`src/bb_cfg_pkg.sv`:
```
// Package with register map, field layout, reset values and types of the baseband configuration bank
//
// Overview of operation
// - State-2 integrator constant, four bits, resets to 0xE, used in states 2 and 3.
// - State-1 integrator constant, four bits, resets to 0x5, used in state 1.
// - State-0 integrator constant, four bits, resets to 0x3, used in state 0.
// - Common-mode bit: clear picks 1.2 V, set picks 1.4 V output level.
// - Bit 10 set swaps positive and negative legs of receive Q output.
// - Bit 9 set swaps positive and negative legs of receive I output.
// - Filter code: 000 fifth-order, 010 seventh-order, 111 GSM, others reserved.
// - Gain calibration field, 1 dB per step, subtracted in receive gain.
// - Bit 0 picks offset modulator oversampling: set 4x, clear 2x default.
// - Transmit I option: normal, swap, zero input, or DC offset carrier.
// - Transmit Q option: normal, swap, zero input, or DC offset carrier.
// - Blanking select sets transmit blanking interval around each gain change.
`default_nettype none
package bb_cfg_pkg;
    // ------------------------------------------------------------
    // Register byte addresses (printed offsets are word indices)
    // ------------------------------------------------------------
    localparam logic [7:0] IDX_INTEG = 8'h0E;
    localparam logic [7:0] IDX_RXOUT = 8'h0F;
    localparam logic [7:0] IDX_TXIN = 8'h15;
    localparam int ADDR_W = 10;
    localparam logic [ADDR_W-1:0] ADDR_INTEG = {IDX_INTEG, 2'b00};
    localparam logic [ADDR_W-1:0] ADDR_RXOUT = {IDX_RXOUT, 2'b00};
    localparam logic [ADDR_W-1:0] ADDR_TXIN = {IDX_TXIN, 2'b00};
    localparam int REG_W = 16;
    // ------------------------------------------------------------
    // Field positions
    // ------------------------------------------------------------
    localparam int INT2_LSB = 8;
    localparam int INT1_LSB = 4;
    localparam int INT0_LSB = 0;
    localparam int VCM_BIT = 11;
    localparam int SWQ_BIT = 10;
    localparam int SWI_BIT = 9;
    localparam int BW_LSB = 6;
    localparam int GCAL_LSB = 1;
    localparam int OSR_BIT = 0;
    localparam int TXI_LSB = 11;
    localparam int TXQ_LSB = 9;
    localparam int BLNK_LSB = 7;
    // ------------------------------------------------------------
    // Reset values
    // ------------------------------------------------------------
    localparam logic [3:0] INT2_RST = 4'hE;
    localparam logic [3:0] INT1_RST = 4'h5;
    localparam logic [3:0] INT0_RST = 4'h3;
    localparam logic [4:0] GCAL_RST = 5'h08;
    // ------------------------------------------------------------
    // Encodings
    // ------------------------------------------------------------
    typedef enum logic [2:0] {
        BW_WCDMA5 = 3'h0,
        BW_WCDMA7 = 3'h2,
        BW_GSM = 3'h7
    } rx_bw_t;
    typedef enum logic [1:0] {
        TXOPT_NORMAL = 2'h0,
        TXOPT_SWAP = 2'h1,
        TXOPT_ZERO = 2'h2,
        TXOPT_DC = 2'h3
    } tx_opt_t;
    typedef enum logic [1:0] {
        OL_STATE0 = 2'h0,
        OL_STATE1 = 2'h1,
        OL_STATE2 = 2'h2,
        OL_STATE3 = 2'h3
    } ol_state_t;
    typedef struct packed {
        logic [3:0] integ_const_state_two;
        logic [3:0] integ_const_state_one;
        logic [3:0] integ_const_state_zero;
    } integ_cfg_t;
    typedef struct packed {
        logic vcm_high;
        logic swap_q;
        logic swap_i;
        logic [2:0] bw_mode;
        logic [4:0] gain_cal;
        logic osr_4x;
    } rx_cfg_t;
    typedef struct packed {
        logic [1:0] i_opt;
        logic [1:0] q_opt;
        logic [1:0] blank_sel;
    } tx_cfg_t;
    typedef struct packed {
        logic pos;
        logic neg;
    } diff_t;
endpackage
`default_nettype wire

```
`src/bb_leg_swap.sv`:
```
// Differential leg exchanger for one receive baseband path
`default_nettype none
module bb_leg_swap
    import bb_cfg_pkg::*;
(
    input wire logic swap_i,
    input wire diff_t in_i,
    output diff_t out_o
);
    assign out_o.pos = swap_i ? in_i.neg : in_i.pos;
    assign out_o.neg = swap_i ? in_i.pos : in_i.neg;
endmodule
`default_nettype wire

```
`src/bb_cfg_regs.sv`:
```
// Baseband configuration register bank with classic Wishbone slave and static analogue controls
`default_nettype none
module bb_cfg_regs
    import bb_cfg_pkg::*;
#(
    parameter int GAIN_W = 7
)
(
    // Clock and reset
    input wire logic clk_i,
    input wire logic rst_i,
    // Wishbone slave
    input wire logic cyc_i,
    input wire logic stb_i,
    input wire logic we_i,
    input wire logic [ADDR_W-1:0] adr_i,
    input wire logic [3:0] sel_i,
    input wire logic [31:0] dat_i,
    output logic [31:0] dat_o,
    output logic ack_o,
    // Offset loop
    input wire ol_state_t ol_state_i,
    output logic [3:0] integ_const_o,
    output logic osr_4x_o,
    // Receive baseband output
    input wire diff_t rx_quad_i,
    input wire diff_t rx_inphase_i,
    output logic rx_quad_out_pos_o,
    output logic rx_quad_out_neg_o,
    output logic rx_inphase_out_pos_o,
    output logic rx_inphase_out_neg_o,
    output logic vcm_high_o,
    output logic [2:0] bw_mode_o,
    output logic bw_reserved_o,
    // Receive gain
    input wire logic [GAIN_W-1:0] rx_gain_req_i,
    output logic [GAIN_W-1:0] rx_gain_o,
    // Transmit input options
    output tx_cfg_t tx_cfg_o
);
    // ------------------------------------------------------------
    // Bus decode
    // ------------------------------------------------------------
    wire logic req = cyc_i & stb_i & ~ack_o;
    wire logic hit_int = adr_i == ADDR_INTEG;
    wire logic hit_rx = adr_i == ADDR_RXOUT;
    wire logic hit_tx = adr_i == ADDR_TXIN;
    wire logic wr = req & we_i;
    // Registers are 16 bits wide, so only the two low byte lanes carry data
    wire logic [REG_W-1:0] wmask = {{8{sel_i[1]}}, {8{sel_i[0]}}};

    integ_cfg_t integ_q;
    rx_cfg_t rx_q;
    tx_cfg_t tx_q;

    wire logic [REG_W-1:0] integ_word = {4'h0, integ_q};
    wire logic [REG_W-1:0] rx_word = {4'h0, rx_q};
    wire logic [REG_W-1:0] tx_word = {3'h0, tx_q, 7'h00};

    function automatic logic [REG_W-1:0] merge(input logic [REG_W-1:0] old, input logic [REG_W-1:0] nw,
                                               input logic [REG_W-1:0] m);
        merge = (old & ~m) | (nw & m);
    endfunction

    wire logic [REG_W-1:0] integ_new = merge(integ_word, dat_i[REG_W-1:0], wmask);
    wire logic [REG_W-1:0] rx_new = merge(rx_word, dat_i[REG_W-1:0], wmask);
    wire logic [REG_W-1:0] tx_new = merge(tx_word, dat_i[REG_W-1:0], wmask);

    // Unmapped addresses still ack and read zero, so a stray access never hangs the bus
    wire logic [REG_W-1:0] rd_word = hit_int ? integ_word :
                                     hit_rx ? rx_word :
                                     hit_tx ? tx_word : 16'h0000;

    // ------------------------------------------------------------
    // Register storage
    // ------------------------------------------------------------
    always_ff @(posedge clk_i) begin
        if (rst_i) begin
            integ_q <= '{INT2_RST, INT1_RST, INT0_RST};
        end else if (wr && hit_int) begin
            integ_q.integ_const_state_two <= integ_new[INT2_LSB +: 4];
            integ_q.integ_const_state_one <= integ_new[INT1_LSB +: 4];
            integ_q.integ_const_state_zero <= integ_new[INT0_LSB +: 4];
        end
    end

    always_ff @(posedge clk_i) begin
        if (rst_i) begin
            rx_q <= '{1'b0, 1'b0, 1'b0, BW_WCDMA5, GCAL_RST, 1'b0};
        end else if (wr && hit_rx) begin
            rx_q.vcm_high <= rx_new[VCM_BIT];
            rx_q.swap_q <= rx_new[SWQ_BIT];
            rx_q.swap_i <= rx_new[SWI_BIT];
            rx_q.bw_mode <= rx_new[BW_LSB +: 3];
            rx_q.gain_cal <= rx_new[GCAL_LSB +: 5];
            rx_q.osr_4x <= rx_new[OSR_BIT];
        end
    end

    always_ff @(posedge clk_i) begin
        if (rst_i) begin
            tx_q <= '{TXOPT_NORMAL, TXOPT_NORMAL, 2'h0};
        end else if (wr && hit_tx) begin
            tx_q.i_opt <= tx_new[TXI_LSB +: 2];
            tx_q.q_opt <= tx_new[TXQ_LSB +: 2];
            tx_q.blank_sel <= tx_new[BLNK_LSB +: 2];
        end
    end

    always_ff @(posedge clk_i) begin
        if (rst_i) begin
            ack_o <= 1'b0;
            dat_o <= 32'h0000_0000;
        end else begin
            ack_o <= req;
            dat_o <= (req && !we_i) ? {16'h0000, rd_word} : 32'h0000_0000;
        end
    end

    // ------------------------------------------------------------
    // Offset loop constant selection
    // ------------------------------------------------------------
    logic [3:0] integ_sel;
    always_comb begin
        unique case (ol_state_i)
            OL_STATE2: integ_sel = integ_q.integ_const_state_two;
            OL_STATE1: integ_sel = integ_q.integ_const_state_one;
            OL_STATE0: integ_sel = integ_q.integ_const_state_zero;
            // State 3 constant lives in a neighbouring register; hold the state-2 value
            OL_STATE3: integ_sel = integ_q.integ_const_state_two;
        endcase
    end

    // ------------------------------------------------------------
    // Receive gain: request minus calibration plus mode offset
    // ------------------------------------------------------------
    localparam logic [GAIN_W:0] MODE_OFS_WCDMA = (GAIN_W + 1)'(8'h08);
    localparam logic [GAIN_W:0] MODE_OFS_GSM = (GAIN_W + 1)'(8'h11);
    wire logic gsm = rx_q.bw_mode == BW_GSM;
    wire logic [GAIN_W:0] gain_sum = {1'b0, rx_gain_req_i} + (gsm ? MODE_OFS_GSM : MODE_OFS_WCDMA);
    wire logic [GAIN_W:0] gain_cal_ext = {{(GAIN_W - 4){1'b0}}, rx_q.gain_cal};
    // Clamp at zero rather than wrap when calibration reaches or exceeds the request plus mode offset
    wire logic [GAIN_W:0] gain_diff = (gain_sum > gain_cal_ext) ? gain_sum - gain_cal_ext : '0;
    wire logic [GAIN_W-1:0] gain_next = gain_diff[GAIN_W] ? {GAIN_W{1'b1}} : gain_diff[GAIN_W-1:0];

    // ------------------------------------------------------------
    // Receive output leg swapping
    // ------------------------------------------------------------
    diff_t q_sw;
    diff_t i_sw;
    bb_leg_swap u_swap_q (
        .swap_i(rx_q.swap_q),
        .in_i(rx_quad_i),
        .out_o(q_sw)
    );
    bb_leg_swap u_swap_i (
        .swap_i(rx_q.swap_i),
        .in_i(rx_inphase_i),
        .out_o(i_sw)
    );

    wire logic bw_rsv = !(rx_q.bw_mode == BW_WCDMA5 || rx_q.bw_mode == BW_WCDMA7 || gsm);

    // ------------------------------------------------------------
    // Registered outputs
    // ------------------------------------------------------------
    always_ff @(posedge clk_i) begin
        if (rst_i) begin
            integ_const_o <= INT0_RST;
            osr_4x_o <= 1'b0;
            rx_quad_out_pos_o <= 1'b0;
            rx_quad_out_neg_o <= 1'b0;
            rx_inphase_out_pos_o <= 1'b0;
            rx_inphase_out_neg_o <= 1'b0;
            vcm_high_o <= 1'b0;
            bw_mode_o <= BW_WCDMA5;
            bw_reserved_o <= 1'b0;
            rx_gain_o <= '0;
            tx_cfg_o <= '0;
        end else begin
            integ_const_o <= integ_sel;
            osr_4x_o <= rx_q.osr_4x;
            rx_quad_out_pos_o <= q_sw.pos;
            rx_quad_out_neg_o <= q_sw.neg;
            rx_inphase_out_pos_o <= i_sw.pos;
            rx_inphase_out_neg_o <= i_sw.neg;
            vcm_high_o <= rx_q.vcm_high;
            bw_mode_o <= rx_q.bw_mode;
            bw_reserved_o <= bw_rsv;
            rx_gain_o <= gain_next;
            tx_cfg_o <= tx_q;
        end
    end
endmodule
`default_nettype wire

```
`config.mk`:
```
export PLATFORM = sky130hd
export DESIGN_NAME = bb_cfg_regs
export DESIGN_NICKNAME = d
export VERILOG_FILES = /design/src/bb_cfg_pkg.sv /design/src/bb_leg_swap.sv /design/src/bb_cfg_regs.sv
export SDC_FILE = /design/constraint.sdc
export NUM_CORES = 1
export LEC_CHECK = 0
export ABC_AREA = 1
export BUFFER_PORTS_ARGS = -buffer_cell sky130_fd_sc_hd__buf_2
export CAP_MARGIN = 40
export CORE_AREA = 10 10 81 152
export CTS_BUF_LIST = sky130_fd_sc_hd__clkbuf_16
export CTS_CLUSTER_SIZE = 10
export DETAILED_ROUTE_END_ITERATION = 16
export DIE_AREA = 0 0 91 162
export GPL_TIMING_DRIVEN = 0
export PLACE_DENSITY = 0.57
export REMOVE_ABC_BUFFERS = 1
export SLEW_MARGIN = 15
export SYNTH_ARGS = -nofsm -noshare
export SYNTH_HDL_FRONTEND = slang
export SYNTH_HIERARCHICAL = 1
export SYNTH_SLANG_ARGS = --single-unit
export TNS_END_PERCENT = 50
```
`constraint.sdc`:
```
create_clock -name clk_i -period 3.17 [get_ports clk_i]
set_input_delay 0.1585 -clock clk_i [delete_from_list [all_inputs] [get_ports clk_i]]
set_output_delay 0.1585 -clock clk_i [all_outputs]
set_load 0.05 [all_outputs]
```
## After elaboration in Yosys (flattened, before gate mapping)

Cells that the tools add are included.

| word-level totals | value |
|---|---|
| word-level logic and storage cells | 80 |
| output and inout bits | 60 |
| register bits after elaboration | 90 |

| cells by class | value |
|---|---|
| muxes and demuxes | 11 |
| magnitude comparators | 1 |
| reductions and logical operators | 14 |
| equal/unequal tests | 8 |
| bitwise operators | 14 |
| add/subtract/negate cells | 2 |

Operators by type and width:

| kind | count |
|---|---|
| 13-bit two-way mux | 3 |
| 13-bit AND | 2 |
| 12-bit AND | 2 |
| 12-bit bitwise OR | 2 |
| 10-bit by 6-bit equality test with 1-bit output, second input constant | 2 |
| 13-bit inverter | 1 |
| 13-bit bitwise OR | 1 |
| 4-bit case mux with 3 select lines | 1 |
| 10-bit by 7-bit equality test with 1-bit output, second input constant | 1 |
| 7-bit by 5-bit adder with 8-bit output | 1 |
| 8-bit by 5-bit > comparator with 1-bit output | 1 |
| 8-bit two-way mux | 1 |
| 8-bit by 5-bit subtractor with 8-bit output | 1 |
| 7-bit two-way mux | 1 |
| 5-bit two-way mux | 1 |
| 5-bit OR reduction | 1 |
| 2-bit equality test, second input constant | 2 |
| 1-bit logical AND | 4 |
| 1-bit two-way mux | 4 |
| 2-bit OR reduction | 2 |
| 4-bit OR reduction | 1 |
| 1-bit AND | 3 |
| 3-bit by 2-bit equality test with 1-bit output, second input constant | 1 |
| 3-bit equality test, second input constant | 1 |
| other kinds (6) | 10 |

## Logic depth before layout (Yosys ltp)

| logic depth | value |
|---|---|
| depth after elaboration | 6 |
| depth in mapped cells | 15 |
| gate-level depth less buffers | 15 |

## By module

The synthesis kept the hierarchy.

By module, submodules not included:

| module | times used | seq. area each (um2) | area each (um2) | cells an instance |
|---|---|---|---|---|
| bb_cfg_regs | 1 | 1421.4 | 3281.9 | 419 |
| bb_leg_swap | 2 | 0.0 | 26.3 | 7 |

## Least setup slack after synthesis

No wires, ideal clock.

| path | value |
|---|---|
| kind | register to register |
| start point | register with a tool-made name |
| end point | register rx_gain_o[0] |
| clock period less this slack | 2603 ps |
| arrival time | 2475 ps |
| library setup time | 128 ps |
| path slack | 567 ps |
| stages on the path, launching flop included | 14 |
| required time | 3042 ps |
| cell sequence | dfxtp_1 > inv_1 > nor3_1 > inv_1 > ha_1 > a31o_2 > xor2_1 > ha_1 > a21oi_1 > nand2_1 > nor2_1 > nand4_1 > nand2_2 > a21oi_1 |

RTL lines:

| what | RTL line | RTL |
|---|---|---|
| to (signal assigned) | bb_cfg_regs.sv:190 | `rx_gain_o <= gain_next;` |
| to (decl) | bb_cfg_regs.sv:37 | `output logic [GAIN_W-1:0] rx_gain_o,` |

==> impl_metrics.ini <==
[die]
core_area_um2 = 9827
dieArea_um2 = 14740
initial_core_util = 0.3393
die_h_um = 162
ioPinCount = 124
row_count = 51
fp.dieW_um = 91

[clock_tree]
clock_latency_ns = 0.33
ctsHoldBuffers = 0
cts_tree = yes
clock-sinks = 71
cts_made_buffers = 9
ctsLongestPathBuffers = 2
clkSlewWorstSetupHoldPaths_ns = 0.06
cts_max_level = 3
cts-root-buf = clkbuf_16

[grt]
grt_pass1_wl_mm = 13.78
grt-ovfl-total = 0
grt_max_degree = 25
grt.total_usage = 0.1173
use_met2 = 0.2212
grt.busiest_layer = met2
use_met1 = 0.1049
antenna_found_initial = 0
grt_pass1_vias = 2944
met3_usage = 0.04524

[pwr]
irDropWorstVdd_mv = 0.3006
p_per_area_nw_per_um2 = 527.2
p_leak_nw = 2.034

[logic_synthesis]
netlist_area_um2 = 3334
netlist_instances = 433
yosysSeqAreaShare = 0.4263
yosysTopAreaCellShare = 0.4263
ys_ff_latch = 71
synth.largest_area_cell = dfxtp_1
synth_cell_type_count = 33
yosys_warnings = 6
syn_avg_cell_area_um2 = 7.701
synthTopCellsByArea = dfxtp_1, nand2_1, inv_1

[hold_path]
hold_depth = 3
hp-start = dat_i[0]
hp-class = in2reg

[timing]
hold_viol = 0
rsz0062_at_grt = no
slew_violations = 0
finalSetupTns_ns = 0
maxClockFrequency_mhz = 348.2
fin_skew_ns = 0.005439
fin_crit_ns = 2.872
post-route-period-util = 0.9059
worstMarginPinSlew_ns = 0.6408
relSlewSlack = 0.5714
setup_viol = 0

[worst_setup_path]
reg2reg_to = rx_gain_o[3]$_SDFF_PP0_
slowest_stage = dfxtp_1
reg2regPathDepth = 13
setup.worst_path.start_class = flip-flop
critPathKind = reg2reg
crit_path_max_fanout = 7
ff2ff_setup_slack_ns = 0.30
critPathMaxStageDelay_ns = 0.34
crit_required_ns = 3.38
crit_arrival_ns = 3.08
crit_chain = inv_1 > nor3_4 > inv_1 > ha_1 > a31o_2 > xor2_1 > ha_1 > a21oi_1 > nand2_1 > nor2_1 > nand4_1 > nand2_2 > a21oi_1
crit_path_end_kind = flip-flop

[drt]
drc = 0
viasPerCell = 4.405
drt-wirelength-per-cell_um = 13.17
vias = 2885
final_antenna_net_count = 0
first_pass_iters = 4
drt_iter0_markers = 105
wirelength_mm = 8.624

[layout]
areaGrowthSynthToFinish_pct = 23.15
final_common_cell = nand2_1
n_antenna_cell = 0
finish.utilization = 0.4179
seqCellArea_um2 = 1421
nets = 593
fillers = 1066
layout_common_cells = nand2_1, buf_2, dfxtp_1, inv_1, nor2_1
drive_above_1_share = 0.2428
multi_input_area_um2 = 1536

[placed_design]
port_buffers = 83
gp_congestion = 0.8608
hpwl_mm = 7.042

[run_status]
run_status = complete, no violations

[run]
drv_cap = 0
[worst max path at each step]
stage	startpoint	to	slack [ns]	depth (start not counted)
after global routing	flip-flop	rx_gain_o[3]$_SDFF_PP0_	0.04	14
after floorplan	flip-flop	rx_gain_o[0]$_SDFF_PP0_	0.57	13
final	flip-flop	rx_gain_o[3]$_SDFF_PP0_	0.30	13
after CTS	flip-flop	rx_gain_o[3]$_SDFF_PP0_	0.02	13
after detailed placement	flip-flop	rx_gain_o[3]$_SDFF_PP0_	0.05	13
after global placement	flip-flop	rx_gain_o[3]$_SDFF_PP0_	0.13	13
[layer usage]
| metal | routed length [um] | vias to the layer above | part of all wire |
|---|---|---|---|
| met5 | 0 | - | 0 |
| met1 | 3184 | 1284 | 0.37 |
| li1 | - | 1511 | - |
| met4 | 203 | 0 | 0.024 |
| met2 | 4685 | 74 | 0.54 |
| met3 | 551 | 16 | 0.064 |
[worst max-delay path, delay by kind of cell, from the launching register on]
kind | cells | cell delay [ns]
buf+inv | 2 | 0.16
fa+ha+maj | 2 | 0.65
xor+xnor | 1 | 0.23
compound gates | 3 | 0.53
simple gates | 5 | 0.83
flops | 1 | 0.34
[stage by stage]
step / worst slack [ns] / hold WS, ns / power (mW) / instance area, um2 / cells
2_1_floorplan: 0.5673 / 0.2276 / 1.118 / 3202 / 423
3_3_place_gp: 0.1325 / 0.3901 / 1.191 / 3782 / 638
3_5_place_dp: 0.04788 / 0.3957 / 1.196 / 3797 / 639
4_1_cts: 0.01659 / 0.04608 / 2.195 / 4095 / 655
5_1_grt: 0.03988 / 0.05935 / 2.264 / 4106 / 655
6_report: 0.2983 / 0.05453 / 2.165 / 4106 / 655
[cells in the mapped netlist]
| cell type | number |
|---|---|
| nand4_1 | 4 |
| buf_6 | 2 |
| xor2_1 | 3 |
| o211ai_2 | 2 |
| a21oi_2 | 1 |
| nand3_1 | 24 |
| xnor2_1 | 4 |
| or2_4 | 1 |
| a21oi_1 | 36 |
| ha_1 | 10 |
| o21ai_2 | 3 |
| fa_1 | 1 |
| nor3b_1 | 1 |
| nor2_4 | 1 |
| nand2_4 | 2 |
| o21ai_0 | 15 |
| clkbuf_1 | 4 |
| a22oi_1 | 2 |
| clkbuf_2 | 1 |
| o211ai_1 | 9 |
| a31o_2 | 2 |
| buf_4 | 21 |
| conb_1 | 1 |
| dfxtp_1 | 71 |
| nor3_1 | 2 |
| nor2_1 | 42 |
| nor3_4 | 5 |
| o21ai_1 | 3 |
| inv_2 | 2 |
| nor3_2 | 2 |
| nand2_1 | 84 |
| inv_1 | 66 |
| nand2_2 | 6 |
[cells by family after synthesis]
family / after synthesis / share of synthesized area
buf+inv: 96 / 0.1366
simple gates: 174 / 0.2450
fa+ha+maj: 11 / 0.04353
xor+xnor: 7 / 0.01839
flops: 71 / 0.4263
compound gates: 73 / 0.1291
other cells: 1 / 0.001125
[what timing repair did]
item	4_1_cts	5_1_grt
resized for setup	0	2
setup buffers	0	0
setup endpoints to repair	0	7
[cell type report]
class	count	share of cell area
clock buffer	9	0.05484
inverter	68	0.06216
tap	132	0.04022
sequential	71	0.3461
multi-input combinational	284	0.3742
timing repair buffer	84	0.1048
clock inverter	7	0.01767
[power by group]
part	internal [mW]	switching, mW	total, mW
Combinational	0.0654	0.200	0.265
Clock	0.608	0.380	0.988
Sequential	0.908	0.00382	0.912
Note: power is estimated with default switching activity, not from simulation.
